**src/csr_pkg.sv**
```systemverilog
package csr_pkg;

  // register offsets on the plain register port
  localparam logic [7:0] CSR_OFF_BANK = 8'h04;
  localparam logic [7:0] CSR_OFF_WORK = 8'h05;
  localparam logic [7:0] CSR_OFF_PCL = 8'h06;
  localparam logic [7:0] CSR_OFF_TBL_LO = 8'h07;
  localparam logic [7:0] CSR_OFF_TBL_UP = 8'h08;
  localparam logic [7:0] CSR_OFF_TBL_HI = 8'h09;
  localparam logic [7:0] CSR_OFF_STATUS = 8'h0A;
  localparam logic [7:0] CSR_OFF_IRQ_STAT = 8'h60;
  localparam logic [7:0] CSR_OFF_IRQ_MASK = 8'h61;

  // status field positions
  localparam int CSR_ST_C = 0;
  localparam int CSR_ST_AC = 1;
  localparam int CSR_ST_Z = 2;
  localparam int CSR_ST_OV = 3;
  localparam int CSR_ST_PDF = 4;
  localparam int CSR_ST_TO = 5;
  localparam logic [7:0] CSR_ST_ARITH_MASK = 8'h0F;

  // interrupt event positions
  localparam int CSR_IRQ_W = 3;
  localparam int CSR_EV_WDT = 0;
  localparam int CSR_EV_HALT = 1;
  localparam int CSR_EV_JUMP = 2;

  localparam logic [7:0] CSR_ZERO8 = 8'h00;
  localparam logic [7:0] CSR_BANK_RST = 8'h00;
  localparam logic [7:0] CSR_STATUS_RST = 8'h00;
  localparam int CSR_NIB = 4;

  typedef enum logic [3:0] {
    CSR_OP_NOP = 4'h0,
    CSR_OP_ADD = 4'h1,
    CSR_OP_SUB = 4'h2,
    CSR_OP_AND = 4'h3,
    CSR_OP_OR = 4'h4,
    CSR_OP_XOR = 4'h5,
    CSR_OP_RLC = 4'h6,
    CSR_OP_RRC = 4'h7,
    CSR_OP_LOAD = 4'h8,
    CSR_OP_STORE = 4'h9,
    CSR_OP_TABRD = 4'hA,
    CSR_OP_CLRWDT = 4'hB,
    CSR_OP_HALT = 4'hC
  } csr_op_t;

  typedef struct packed {
    csr_op_t op;
    logic [7:0] operand;
    logic [15:0] prog_word;
  } csr_alu_req_t;

  typedef struct packed {
    logic valid;
    logic [7:0] data;
  } csr_mem_wr_t;

endpackage : csr_pkg

```
**src/csr_core.sv**
```systemverilog
// The placing of the registers and the strobed register port were left to the implementer.
`timescale 1ns/100ps
// How it works
// RULE_01 - bank selector holds only bit 0; bits 7 to 1 read zero
// RULE_02 - any reset returns bank 0, except watchdog reset while powered down
// RULE_03 - direct data access always goes to bank 0; indirect uses selector
// RULE_04 - every ALU result lands in the working register
// RULE_05 - no register-to-register move; data passes through working register
// RULE_06 - program-count-low write replaces low pc byte, jump within page
// RULE_07 - a program-count-low jump inserts one dummy instruction cycle
// RULE_08 - software loads table pointers before a table read; may step them
// RULE_09 - table read puts high byte in upper register, low to destination
// RULE_10 - arithmetic flags writable; writes never touch expiry or sleep flags
// RULE_11 - expiry flag bit 5 cleared by power-up, clear, sleep; set on expiry
// RULE_12 - sleep flag bit 4 cleared by power-up or clear; set by sleep
// RULE_13 - carry bit 0 from add carry, subtract no-borrow, and rotates
// RULE_14 - aux carry bit 1 from low-nibble carry or no nibble borrow
// RULE_15 - zero bit 2 set when arithmetic or logical result is zero
// RULE_16 - overflow bit 3 when carry into msb differs from carry out
// RULE_17 - status is never saved on stack at call or interrupt entry
// RULE_18 - status bits 7 and 6 read zero; system flags reset to zero
module csr_core #(
  parameter int PC_W = 12
) (
  input wire logic sys_clk,
  input wire logic reset_n,
  input wire logic [7:0] reg_addr,
  input wire logic [7:0] reg_wdata,
  input wire logic reg_wr,
  input wire logic reg_rd,
  output logic [7:0] reg_rdata,
  input wire csr_pkg::csr_alu_req_t alu_req,
  input wire logic mem_indirect,
  input wire logic pc_advance,
  input wire logic wdt_expire,
  input wire logic wdt_reset,
  output logic [7:0] working_register,
  output logic [7:0] status_out,
  output logic data_bank_select,
  output logic [PC_W-1:0] pc_out,
  output logic [15:0] table_addr,
  output logic dummy_cycle,
  output csr_pkg::csr_mem_wr_t mem_wr,
  output logic irq
);
  import csr_pkg::*;

  logic bank_select_reg;
  logic [7:0] work_reg;
  logic [7:0] status_reg;
  logic [7:0] tbl_lo_reg;
  logic [7:0] tbl_hi_reg;
  logic [7:0] tbl_up_reg;
  logic [PC_W-1:0] pc_reg;
  logic dummy_reg;
  logic eff_bank_reg;
  csr_mem_wr_t mem_wr_reg;
  logic [7:0] rdata_reg;
  logic [CSR_IRQ_W-1:0] irq_stat_reg;
  logic [CSR_IRQ_W-1:0] irq_mask_reg;
  logic irq_reg;

  logic wr_bank, wr_work, wr_pcl, wr_tlo, wr_thi, wr_status, wr_istat, wr_imask;
  logic [7:0] alu_next;
  logic [3:0] flag_next;
  logic [3:0] flag_mask;
  logic alu_writes;
  logic [CSR_IRQ_W-1:0] irq_ev;

  // write decode
  always_comb begin
    wr_bank = 1'b0;
    wr_work = 1'b0;
    wr_pcl = 1'b0;
    wr_tlo = 1'b0;
    wr_thi = 1'b0;
    wr_status = 1'b0;
    wr_istat = 1'b0;
    wr_imask = 1'b0;
    if (reg_wr && reg_addr == CSR_OFF_BANK) begin
      wr_bank = 1'b1;
    end else if (reg_wr && reg_addr == CSR_OFF_WORK) begin
      wr_work = 1'b1;
    end else if (reg_wr && reg_addr == CSR_OFF_PCL) begin
      wr_pcl = 1'b1;
    end else if (reg_wr && reg_addr == CSR_OFF_TBL_LO) begin
      wr_tlo = 1'b1;
    end else if (reg_wr && reg_addr == CSR_OFF_TBL_HI) begin
      wr_thi = 1'b1;
    end else if (reg_wr && reg_addr == CSR_OFF_STATUS) begin
      wr_status = 1'b1;
    end else if (reg_wr && reg_addr == CSR_OFF_IRQ_STAT) begin
      wr_istat = 1'b1;
    end else if (reg_wr && reg_addr == CSR_OFF_IRQ_MASK) begin
      wr_imask = 1'b1;
    end
  end

  // alu: result and arithmetic flags
  always_comb begin
    logic [8:0] sum;
    logic [4:0] nib;
    logic [7:0] b;
    logic cin;
    sum = 9'h000;
    nib = 5'h00;
    b = 8'h00;
    cin = 1'b0;
    alu_next = work_reg;
    flag_next = status_reg[3:0];
    flag_mask = 4'h0;
    alu_writes = 1'b0;
    case (alu_req.op)
      CSR_OP_ADD, CSR_OP_SUB: begin
        b = (alu_req.op == CSR_OP_SUB) ? ~alu_req.operand : alu_req.operand;
        cin = (alu_req.op == CSR_OP_SUB);
        sum = {1'b0, work_reg} + {1'b0, b} + {8'h00, cin};
        nib = {1'b0, work_reg[3:0]} + {1'b0, b[3:0]} + {4'h0, cin};
        alu_next = sum[7:0];
        flag_next[CSR_ST_C] = sum[8]; // RULE_13
        flag_next[CSR_ST_AC] = nib[CSR_NIB]; // RULE_14
        flag_next[CSR_ST_Z] = (sum[7:0] == CSR_ZERO8); // RULE_15
        flag_next[CSR_ST_OV] = sum[8] ^ (work_reg[7] ^ b[7] ^ sum[7]); // RULE_16
        flag_mask = 4'hF;
        alu_writes = 1'b1;
      end
      CSR_OP_AND, CSR_OP_OR, CSR_OP_XOR: begin
        if (alu_req.op == CSR_OP_AND) begin
          alu_next = work_reg & alu_req.operand;
        end else if (alu_req.op == CSR_OP_OR) begin
          alu_next = work_reg | alu_req.operand;
        end else begin
          alu_next = work_reg ^ alu_req.operand;
        end
        flag_next[CSR_ST_Z] = (alu_next == CSR_ZERO8); // RULE_15
        flag_mask[CSR_ST_Z] = 1'b1;
        alu_writes = 1'b1;
      end
      CSR_OP_RLC: begin
        alu_next = {alu_req.operand[6:0], status_reg[CSR_ST_C]};
        flag_next[CSR_ST_C] = alu_req.operand[7]; // RULE_13
        flag_mask[CSR_ST_C] = 1'b1;
        alu_writes = 1'b1;
      end
      CSR_OP_RRC: begin
        alu_next = {status_reg[CSR_ST_C], alu_req.operand[7:1]};
        flag_next[CSR_ST_C] = alu_req.operand[0]; // RULE_13
        flag_mask[CSR_ST_C] = 1'b1;
        alu_writes = 1'b1;
      end
      CSR_OP_LOAD: begin
        alu_next = alu_req.operand; // RULE_05
        alu_writes = 1'b1;
      end
      CSR_OP_TABRD: begin
        alu_next = alu_req.prog_word[7:0]; // RULE_09
        alu_writes = 1'b1;
      end
      default: begin
        alu_next = work_reg;
      end
    endcase
  end

  // working register, alu wins over bus write
  always_ff @(posedge sys_clk or negedge reset_n) begin
    if (!reset_n) begin
      work_reg <= CSR_ZERO8;
    end else if (alu_writes) begin
      work_reg <= alu_next; // RULE_04
    end else if (wr_work) begin
      work_reg <= reg_wdata;
    end
  end

  // memory write only ever from the working register
  always_ff @(posedge sys_clk or negedge reset_n) begin
    if (!reset_n) begin
      mem_wr_reg <= '0;
    end else begin
      mem_wr_reg.valid <= (alu_req.op == CSR_OP_STORE); // RULE_05
      mem_wr_reg.data <= work_reg;
    end
  end

  // status register; only copy of the flags, nothing pushes it
  always_ff @(posedge sys_clk or negedge reset_n) begin
    if (!reset_n) begin
      status_reg <= CSR_STATUS_RST; // RULE_18
    end else begin
      if (wr_status) begin
        status_reg[3:0] <= reg_wdata[3:0] & CSR_ST_ARITH_MASK[3:0]; // RULE_10
      end
      for (int i = 0; i < 4; i++) begin
        if (flag_mask[i]) begin
          status_reg[i] <= flag_next[i]; // RULE_17
        end
      end
      if (wdt_expire) begin
        status_reg[CSR_ST_TO] <= 1'b1; // RULE_11
      end else if (alu_req.op == CSR_OP_CLRWDT || alu_req.op == CSR_OP_HALT) begin
        status_reg[CSR_ST_TO] <= 1'b0; // RULE_11
      end
      if (alu_req.op == CSR_OP_HALT) begin
        status_reg[CSR_ST_PDF] <= 1'b1; // RULE_12
      end else if (alu_req.op == CSR_OP_CLRWDT) begin
        status_reg[CSR_ST_PDF] <= 1'b0; // RULE_12
      end
      status_reg[7:6] <= 2'b00; // RULE_18
    end
  end

  // bank selector
  always_ff @(posedge sys_clk or negedge reset_n) begin
    if (!reset_n) begin
      bank_select_reg <= CSR_BANK_RST[0]; // RULE_02
    end else if (wdt_reset) begin
      if (!status_reg[CSR_ST_PDF]) begin
        bank_select_reg <= CSR_BANK_RST[0]; // RULE_02
      end
    end else if (wr_bank) begin
      bank_select_reg <= reg_wdata[0]; // RULE_01
    end
  end

  // effective bank for the current access
  always_ff @(posedge sys_clk or negedge reset_n) begin
    if (!reset_n) begin
      eff_bank_reg <= 1'b0;
    end else begin
      eff_bank_reg <= mem_indirect & bank_select_reg; // RULE_03
    end
  end

  // table pointers and upper byte latch
  always_ff @(posedge sys_clk or negedge reset_n) begin
    if (!reset_n) begin
      tbl_lo_reg <= CSR_ZERO8;
      tbl_hi_reg <= CSR_ZERO8;
      tbl_up_reg <= CSR_ZERO8;
    end else begin
      if (wr_tlo) begin
        tbl_lo_reg <= reg_wdata;
      end
      if (wr_thi) begin
        tbl_hi_reg <= reg_wdata;
      end
      if (alu_req.op == CSR_OP_TABRD) begin
        tbl_up_reg <= alu_req.prog_word[15:8]; // RULE_09
      end
    end
  end

  // program counter and dummy cycle
  always_ff @(posedge sys_clk or negedge reset_n) begin
    if (!reset_n) begin
      pc_reg <= '0;
      dummy_reg <= 1'b0;
    end else begin
      dummy_reg <= wr_pcl; // RULE_07
      if (wr_pcl) begin
        pc_reg <= {pc_reg[PC_W-1:8], reg_wdata}; // RULE_06
      end else if (pc_advance && !dummy_reg) begin
        pc_reg <= pc_reg + {{(PC_W-1){1'b0}}, 1'b1};
      end
    end
  end

  // interrupt status, mask and output
  assign irq_ev[CSR_EV_WDT] = wdt_expire;
  assign irq_ev[CSR_EV_HALT] = (alu_req.op == CSR_OP_HALT);
  assign irq_ev[CSR_EV_JUMP] = wr_pcl;

  always_ff @(posedge sys_clk or negedge reset_n) begin
    if (!reset_n) begin
      irq_stat_reg <= '0;
      irq_mask_reg <= '0;
      irq_reg <= 1'b0;
    end else begin
      if (wr_istat) begin
        irq_stat_reg <= (irq_stat_reg & ~reg_wdata[CSR_IRQ_W-1:0]) | irq_ev;
      end else begin
        irq_stat_reg <= irq_stat_reg | irq_ev;
      end
      if (wr_imask) begin
        irq_mask_reg <= reg_wdata[CSR_IRQ_W-1:0];
      end
      irq_reg <= |(irq_stat_reg & irq_mask_reg);
    end
  end

  // read port, data valid one cycle after the strobe only
  always_ff @(posedge sys_clk or negedge reset_n) begin
    if (!reset_n) begin
      rdata_reg <= CSR_ZERO8;
    end else if (!reg_rd) begin
      rdata_reg <= CSR_ZERO8;
    end else if (reg_addr == CSR_OFF_BANK) begin
      rdata_reg <= {7'h00, bank_select_reg}; // RULE_01
    end else if (reg_addr == CSR_OFF_WORK) begin
      rdata_reg <= work_reg;
    end else if (reg_addr == CSR_OFF_PCL) begin
      rdata_reg <= pc_reg[7:0];
    end else if (reg_addr == CSR_OFF_TBL_LO) begin
      rdata_reg <= tbl_lo_reg;
    end else if (reg_addr == CSR_OFF_TBL_UP) begin
      rdata_reg <= tbl_up_reg;
    end else if (reg_addr == CSR_OFF_TBL_HI) begin
      rdata_reg <= tbl_hi_reg;
    end else if (reg_addr == CSR_OFF_STATUS) begin
      rdata_reg <= {2'b00, status_reg[5:0]}; // RULE_18
    end else if (reg_addr == CSR_OFF_IRQ_STAT) begin
      rdata_reg <= {{(8-CSR_IRQ_W){1'b0}}, irq_stat_reg};
    end else if (reg_addr == CSR_OFF_IRQ_MASK) begin
      rdata_reg <= {{(8-CSR_IRQ_W){1'b0}}, irq_mask_reg};
    end else begin
      rdata_reg <= CSR_ZERO8;
    end
  end

  assign reg_rdata = rdata_reg;
  assign working_register = work_reg;
  assign status_out = status_reg;
  assign data_bank_select = eff_bank_reg;
  assign pc_out = pc_reg;
  assign table_addr = {tbl_hi_reg, tbl_lo_reg};
  assign dummy_cycle = dummy_reg;
  assign mem_wr = mem_wr_reg;
  assign irq = irq_reg;
endmodule : csr_core

```
**config.mk**
```make
export PLATFORM = sky130hd
export DESIGN_NAME = csr_core
export DESIGN_NICKNAME = d
export VERILOG_FILES = /design/src/csr_pkg.sv /design/src/csr_core.sv
export SDC_FILE = /design/constraint.sdc
export NUM_CORES = 1
export LEC_CHECK = 0
export BUFFER_PORTS_ARGS = -buffer_cell sky130_fd_sc_hd__buf_2
export CAP_MARGIN = 30
export CORE_MARGIN = 1
export CORE_UTILIZATION = 53
export CTS_CLUSTER_SIZE = 16
export DETAILED_ROUTE_END_ITERATION = 7
export PLACE_DENSITY = 0.79
export SYNTH_ARGS = -nofsm -noshare
export SYNTH_HDL_FRONTEND = slang
export SYNTH_SLANG_ARGS = --single-unit
```
**constraint.sdc**
```tcl
create_clock -name sys_clk -period 3.9 [get_ports sys_clk]
set_input_delay 0.975 -clock sys_clk [delete_from_list [all_inputs] [get_ports sys_clk]]
set_output_delay 0.975 -clock sys_clk [all_outputs]
set_load 0.03 [all_outputs]
```
==> results.cfg, run 1 <==
[placed_design]
dpl_worst_slack_ps = 399
gp_congestion = 0.966
placedCellCount = 748
io_buffers = 113
placed_area_sq_um = 5680
dp_hpwl_mm = 12.1

[final_layout]
final_core_util = 0.645
final_cell_area_sq_um = 5930
area_growth_syn_to_layout_pct = 18.5
antenna_cells = 0
drive_above_1_share = 0.277
nNetsFinal = 727
layout.area.seq_sq_um = 1930
layoutNonFillerInstCount = 765
fill_cells = 786
largest_reg_flops = 12
multi_input_area_sq_um = 2830

[synthesis]
synth_ff_type = dfrtp_1
yosysSeqAreaShare = 0.385
ys_seq_elements = 77
postSynthCellCount = 538
synth_top_area_cell = dfrtp_1
synth_area_leaders = dfrtp_1, mux2_2, ha_1
synth.distinct_cells = 68
synth_edf_count = 0
async_reset_ff_frac = 1.00
synth_top_area_share = 0.385
synth_common_cells = dfrtp_1, nand2_1, o21ai_0
syn_avg_cell_area_sq_um = 9.30
synth_area_sq_um = 5010
ys_warn_count = 0
synth_most_common_cell = dfrtp_1

[floorplan]
start_util = 0.544
die_y_um = 99.2
core-area_sq_um = 9200
row_count = 35
dieWidth_um = 99.2
die_area_sq_um = 9840
top_level_ports = 116

[route]
vias_per_cell = 6.15
drtIter0Drc = 298
routed_wl_mm = 15.8
dr.pass1.iters = 5
wire_per_inst_um = 20.7
vias = 4704
drtAntennaViolNets = 0
drc = 0

[worst_setup_path]
slowest_stage = a211o_1
cpPeakStageDelay_ps = 340
end_kind = flip-flop
crit_required_ps = 4130
reg2reg_depth = 9
crit_path_cell_trace = buf_2 -> nor4b_4 -> buf_4 -> xnor2_1 -> ha_1 -> a211o_1 -> a211oi_1 -> o21bai_1 -> a21oi_1 -> xor2_1 -> o21ai_0
rrSetupSlack_ps = 1370
regToRegEndpoint = status_out[3]
worstReg2RegStart = working_register[0]
worstSetupPathType = input port to flip-flop
crit_fanout = 9
start_kind = input port
cp.arrival_ps = 3400

[global_routing]
grt_pass1_vias = 4582
grt_pass1_wl_mm = 24.4
grt_max_degree = 78
antenna_found_initial = 0
grt_overflow = 0
grt_util_all_layers = 0.329

[clock_network]
clock_latency_ps = 350
post_cts_resized = 0
h-tree-depth = 3
post_cts_buffers = 0
cts-root-buf = clkbuf_8
clockBufferDepth = 2
cts_num_sinks = 77
ctsHoldBuffers = 0
clk_pin_slew_ps = 90
cts-buffers-inserted = 9
cts_tree = done

[hold_path]
min_path_type = input port to asynchronous set/reset pin

[timing]
finalSetupTns_ps = 0
timing.fmax_mhz = 316
setup_viol = 0
rsz0062_at_grt = false
max-slew-margin-rel = 0.470
slew_violations = 0
fin_skew_ps = 11.7
finalCritPeriodShare = 0.811
hold_viol_final = 0
period_needed_ps = 3160
worstMarginPinSlew_ps = 789
worst_slack_ps = 737

[run_status]
status = finished clean

[pwr]
power_density_nw_per_um2 = 482
pwr-share-clk = 0.246
p_leak_nw = 2.91
p_switching_mw = 1.17
seqPwrFrac = 0.384
p_sw_frac = 0.411
p_int_mw = 1.68
irDropWorstVdd_mv = 0.297
p_comb_frac = 0.370

[job]
drv_cap = 0
-- cell families (layout without fill, tap and decap cells) --
logic type	after synthesis	in the layout	synth area share
compound gates	146	146	0.192
mux	49	49	0.105
simple gates	158	158	0.159
other cells	1	2	0.000749
buf+inv	57	172	0.0502
fa+ha+maj	26	26	0.0665
flops	77	77	0.385
xor+xnor	24	24	0.0420
-- routing by layer --
layer,vias up,GRT usage,wire length [um]
met2,205,0.570,7870
met4,0,0.161,661
li1,2169,-,-
met3,48,0.0527,884
met5,-,0,0
met1,2282,0.402,6430
-- worst max path at each step --
stage | start | to | slack (ps) | cells after the start
final | alu_req[27] | status_out[3] | 740 | 11
after global routing | alu_req[27] | status_out[3] | 610 | 11
after CTS | alu_req[27] | status_out[3] | 740 | 11
after detailed placement | alu_req[27] | status_out[3] | 400 | 11
after global placement | alu_req[27] | status_out[3] | 380 | 11
after floorplan | alu_req[26] | working_register[5] | 540 | 11
-- power groups by stage --
stage / clock network, mW / logic (mW) / registers [mW]
finish: 0.704 / 1.06 / 1.10
global route: 0.746 / 1.16 / 1.12
CTS: 0.711 / 1.05 / 1.10
detailed placement: 0 / 1.04 / 1.11
global placement: 0 / 1.04 / 1.11
floorplan: 0 / 0.523 / 1.27
-- placed cells by master, fill, tap and decap left out, types with 3 or more instances in the layout --
cell type / synthesis / layout
a211oi_1: 5 / 5
a21o_1: 6 / 6
a21oi_1: 33 / 33
a221oi_1: 5 / 5
a22oi_1: 6 / 6
a31oi_1: 6 / 6
a32oi_1: 5 / 5
and2_1: 4 / 4
and3_1: 7 / 7
and3b_1: 3 / 3
buf_2: 12 / 112
buf_4: 2 / 15
clkbuf_8: 0 / 9
dfrtp_1: 77 / 77
ha_1: 25 / 25
inv_1: 28 / 28
inv_6: 0 / 3
mux2_2: 28 / 28
mux2i_1: 21 / 21
nand2_1: 59 / 59
nand3_1: 16 / 16
nand4_1: 6 / 6
nor2_1: 33 / 33
nor2b_1: 5 / 5
nor3_1: 8 / 8
nor4_1: 3 / 3
o211ai_1: 5 / 5
o21a_1: 4 / 4
o21ai_0: 35 / 35
o21ai_1: 3 / 3
o22ai_1: 8 / 8
o31ai_1: 4 / 4
xnor2_1: 14 / 14
xor2_1: 10 / 10
-- worst max-delay path: cells and delay by family --
kind / cells / cell delay, ps
buf+inv: 2 / 370
compound gates: 5 / 1110
xor+xnor: 2 / 300
fa+ha+maj: 1 / 320
simple gates: 1 / 330
-- area by class of cell --
class	count	area share
clock buffer	9	0.0209
clock inverter	7	0.0177
inverter	28	0.0177
multi-input combinational	405	0.477
sequential	77	0.325
tap	111	0.0234
timing repair buffer	128	0.118
-- through the flow --
step	hold WS, ps	power, mW
after floorplan	467	1.79
after global placement	459	2.14
after detailed placement	470	2.16
after CTS	483	2.86
after global routing	390	3.02
final	405	2.86
Power figures use the tool's default switching activity.
==> run 2: changes to the inputs <==
ABC_AREA = 1   (was not set)
CORE_UTILIZATION = 49   (was 53)
PLACE_DENSITY = 0.77   (was 0.79)
clock period = 2.6 ns   (was 3.9 ns; I/O delays follow)
==> run 2 against run 1 <==
Compared with the run above: clock-buffer cell count grew 3; wire length fell by 1.5%; critical endpoint is now working_register[6]; first-iteration DRC count decreased by 8.4%.
==> results.cfg, run 2 <==
[floorplan]
start_util = 0.509
die_y_um = 103
top_level_ports = 116
core-area_sq_um = 9820
dieWidth_um = 103
die_area_sq_um = 10600
row_count = 36

[final_layout]
drive_above_1_share = 0.250
fill_cells = 941
largest_reg_flops = 12
mostFrequentLayoutCells = nand2_1, buf_2, inv_1, dfrtp_1, o21ai_0
final_core_util = 0.637
antenna_cells = 0
layout_commonest_cell = nand2_1
area_growth_syn_to_layout_pct = 25.3
final_cell_area_sq_um = 6260
nNetsFinal = 900

[synthesis]
synth_area_sq_um = 4990
yosysSeqAreaShare = 0.386
synth_edf_count = 0
ys_warn_count = 0
synth_top_area_share = 0.386
synth_most_common_cell = nand2_1
synth_ff_type = dfrtp_1
synth.distinct_cells = 41
syn_avg_cell_area_sq_um = 7.50
async_reset_ff_frac = 1.00
synth_area_leaders = dfrtp_1, nand2_1, inv_1
synth_common_cells = nand2_1, inv_1, dfrtp_1
ys_seq_elements = 77
synth_top_area_cell = dfrtp_1
postSynthCellCount = 666

[route]
wire_per_inst_um = 16.3
vias = 5188
vias_per_cell = 5.40
dr.pass1.iters = 5
drc = 0
drtAntennaViolNets = 0
routed_wl_mm = 15.6
drtIter0Drc = 273

[clock_network]
cts-buffers-inserted = 9
clock_latency_ps = 370
clk_pin_slew_ps = 80
cts_num_sinks = 77
clockBufferDepth = 2
h-tree-depth = 3
cts-root-buf = clkbuf_8
cts_tree = done
ctsHoldBuffers = 0

[placed_design]
dp_hpwl_mm = 12.5
placed_area_sq_um = 5990
io_buffers = 113
gp_congestion = 0.982

[timing]
slew_violations = 0
max-slew-margin-rel = 0.495
fin_skew_ps = 9.22
period_needed_ps = 2430
worstMarginPinSlew_ps = 750
setup_viol = 0
timing.fmax_mhz = 411
finalCritPeriodShare = 0.935
rsz0062_at_grt = true
hold_viol_final = 0

[worst_setup_path]
crit_required_ps = 2870
crit_path_cell_trace = buf_2 -> inv_1 -> nor2_1 -> buf_4 -> nand2_8 -> xor2_1 -> ha_1 -> nand2_1 -> or2_2 -> nand3_1 -> nand2_1 -> a21oi_1 -> o21ai_0 -> a21oi_1
start_kind = input port
slowest_stage = ha_1
cpPeakStageDelay_ps = 340
cp.arrival_ps = 2700
end_kind = flip-flop
crit_fanout = 7
worstSetupPathType = input port to flip-flop

[global_routing]
grt_util_all_layers = 0.312
grt_pass1_vias = 4853
antenna_found_initial = 0
grt_use_met3 = 0.0502
grt_max_degree = 78
grt_pass1_wl_mm = 24.5
top_usage_layer = met2
grt_overflow = 0
gr-usage-met2 = 0.528
gr-usage-met1 = 0.382

[pwr]
irDropWorstVdd_mv = 0.332
p_leak_nw = 3.43
power_density_nw_per_um2 = 689

[hold_path]
min_path_type = input port to asynchronous set/reset pin

[job]
drv_cap = 0

[run_status]
status = finished clean
==> run 2: cell types whose count changed after synthesis, moves of 7 or more <==
cell,previous run,this run
inv_1,28,103
xnor2_1,14,2
a21oi_1,33,20
clkbuf_1,11,1
nor2_1,33,42
mux2i_1,21,0
nand2_1,59,169
and3_1,7,0
buf_2,12,3
or2_2,0,7
mux2_2,28,8
nand3_1,16,49
o21ai_0,35,60
==> run 2: cell type report <==
class | instances | area [sq um] | area share
well taps | 133 | 166 | 0.0266
clock buffers | 12 | 155 | 0.0248
clock inverters | 4 | 70.1 | 0.0112
multi-input cells | 474 | 2650 | 0.424
repair buffers | 153 | 888 | 0.142
flip-flops and latches | 77 | 1930 | 0.308
inverters | 107 | 402 | 0.0642
==> run 2: worst paths after layout <==
kind                                      from             endpoint  slack, ps  cells after the start
max                                alu_req[25]  working_register[6]        170                     14
min                                    reset_n        tbl_hi_reg[0]         90                      1
max reg2reg                working_register[1]        status_out[2]        530                     12
min reg2reg                         pc_out[11]           pc_out[11]        470                      1
max in group asynchronous              reset_n            pc_out[8]       1950                      2
min in group sys_clk                pc_out[11]           pc_out[11]        470                      1
==> run 2: kinds of logic (layout without fill, tap and decap cells) <==
kind of cell	Yosys count	after routing	share of synthesized area
and+or+nand+nor	308	308	0.278
buffers and inverters	116	276	0.0924
AOI/OAI and AO/OA	112	112	0.127
DFF	77	77	0.386
adders and majority gates	26	26	0.0666
xor gates and xnor gates	18	18	0.0316
muxes	8	8	0.0180
other	1	2	0.000751
==> run 2: power breakdown <==
part           internal, mW  switching [mW]
registers              1.38           0.216
clock network         0.590           0.437
logic                 0.599            1.09
==> run 2: what timing repair did <==
item	CTS	global route
buffers inserted	0	0
setup endpoints to repair	0	2
gates resized for setup	0	3
==> run 2: critical path: cells and delay by family <==
kind	cells	cell delay, ps
AND/OR/NAND/NOR	6	770
AO/OA/AOI/OAI	3	460
adder cells (fa/ha/maj)	1	340
buffers and inverters	3	310
XOR/XNOR	1	150
==> run 2: routing by layer <==
layer	share of wire	wire length, um
met2	0.48	7480
met1	0.41	6370
met3	0.065	1020
met5	0	0
met4	0.047	736
==> run 2: stage by stage <==
stage | instances | TNS [ps] | power [mW] | worst slack, ps | hold WS (ps)
2_1_floorplan | 667 | 0 | 2.61 | 12.0 | 354
3_3_place_gp | 943 | -583 | 3.26 | -173 | 451
3_5_place_dp | 943 | -634 | 3.29 | -156 | 455
4_1_cts | 959 | 0 | 4.31 | 217 | 465
5_1_grt | 960 | -49.2 | 4.57 | -49.2 | 70.8
6_report | 960 | 0 | 4.31 | 168 | 85.3
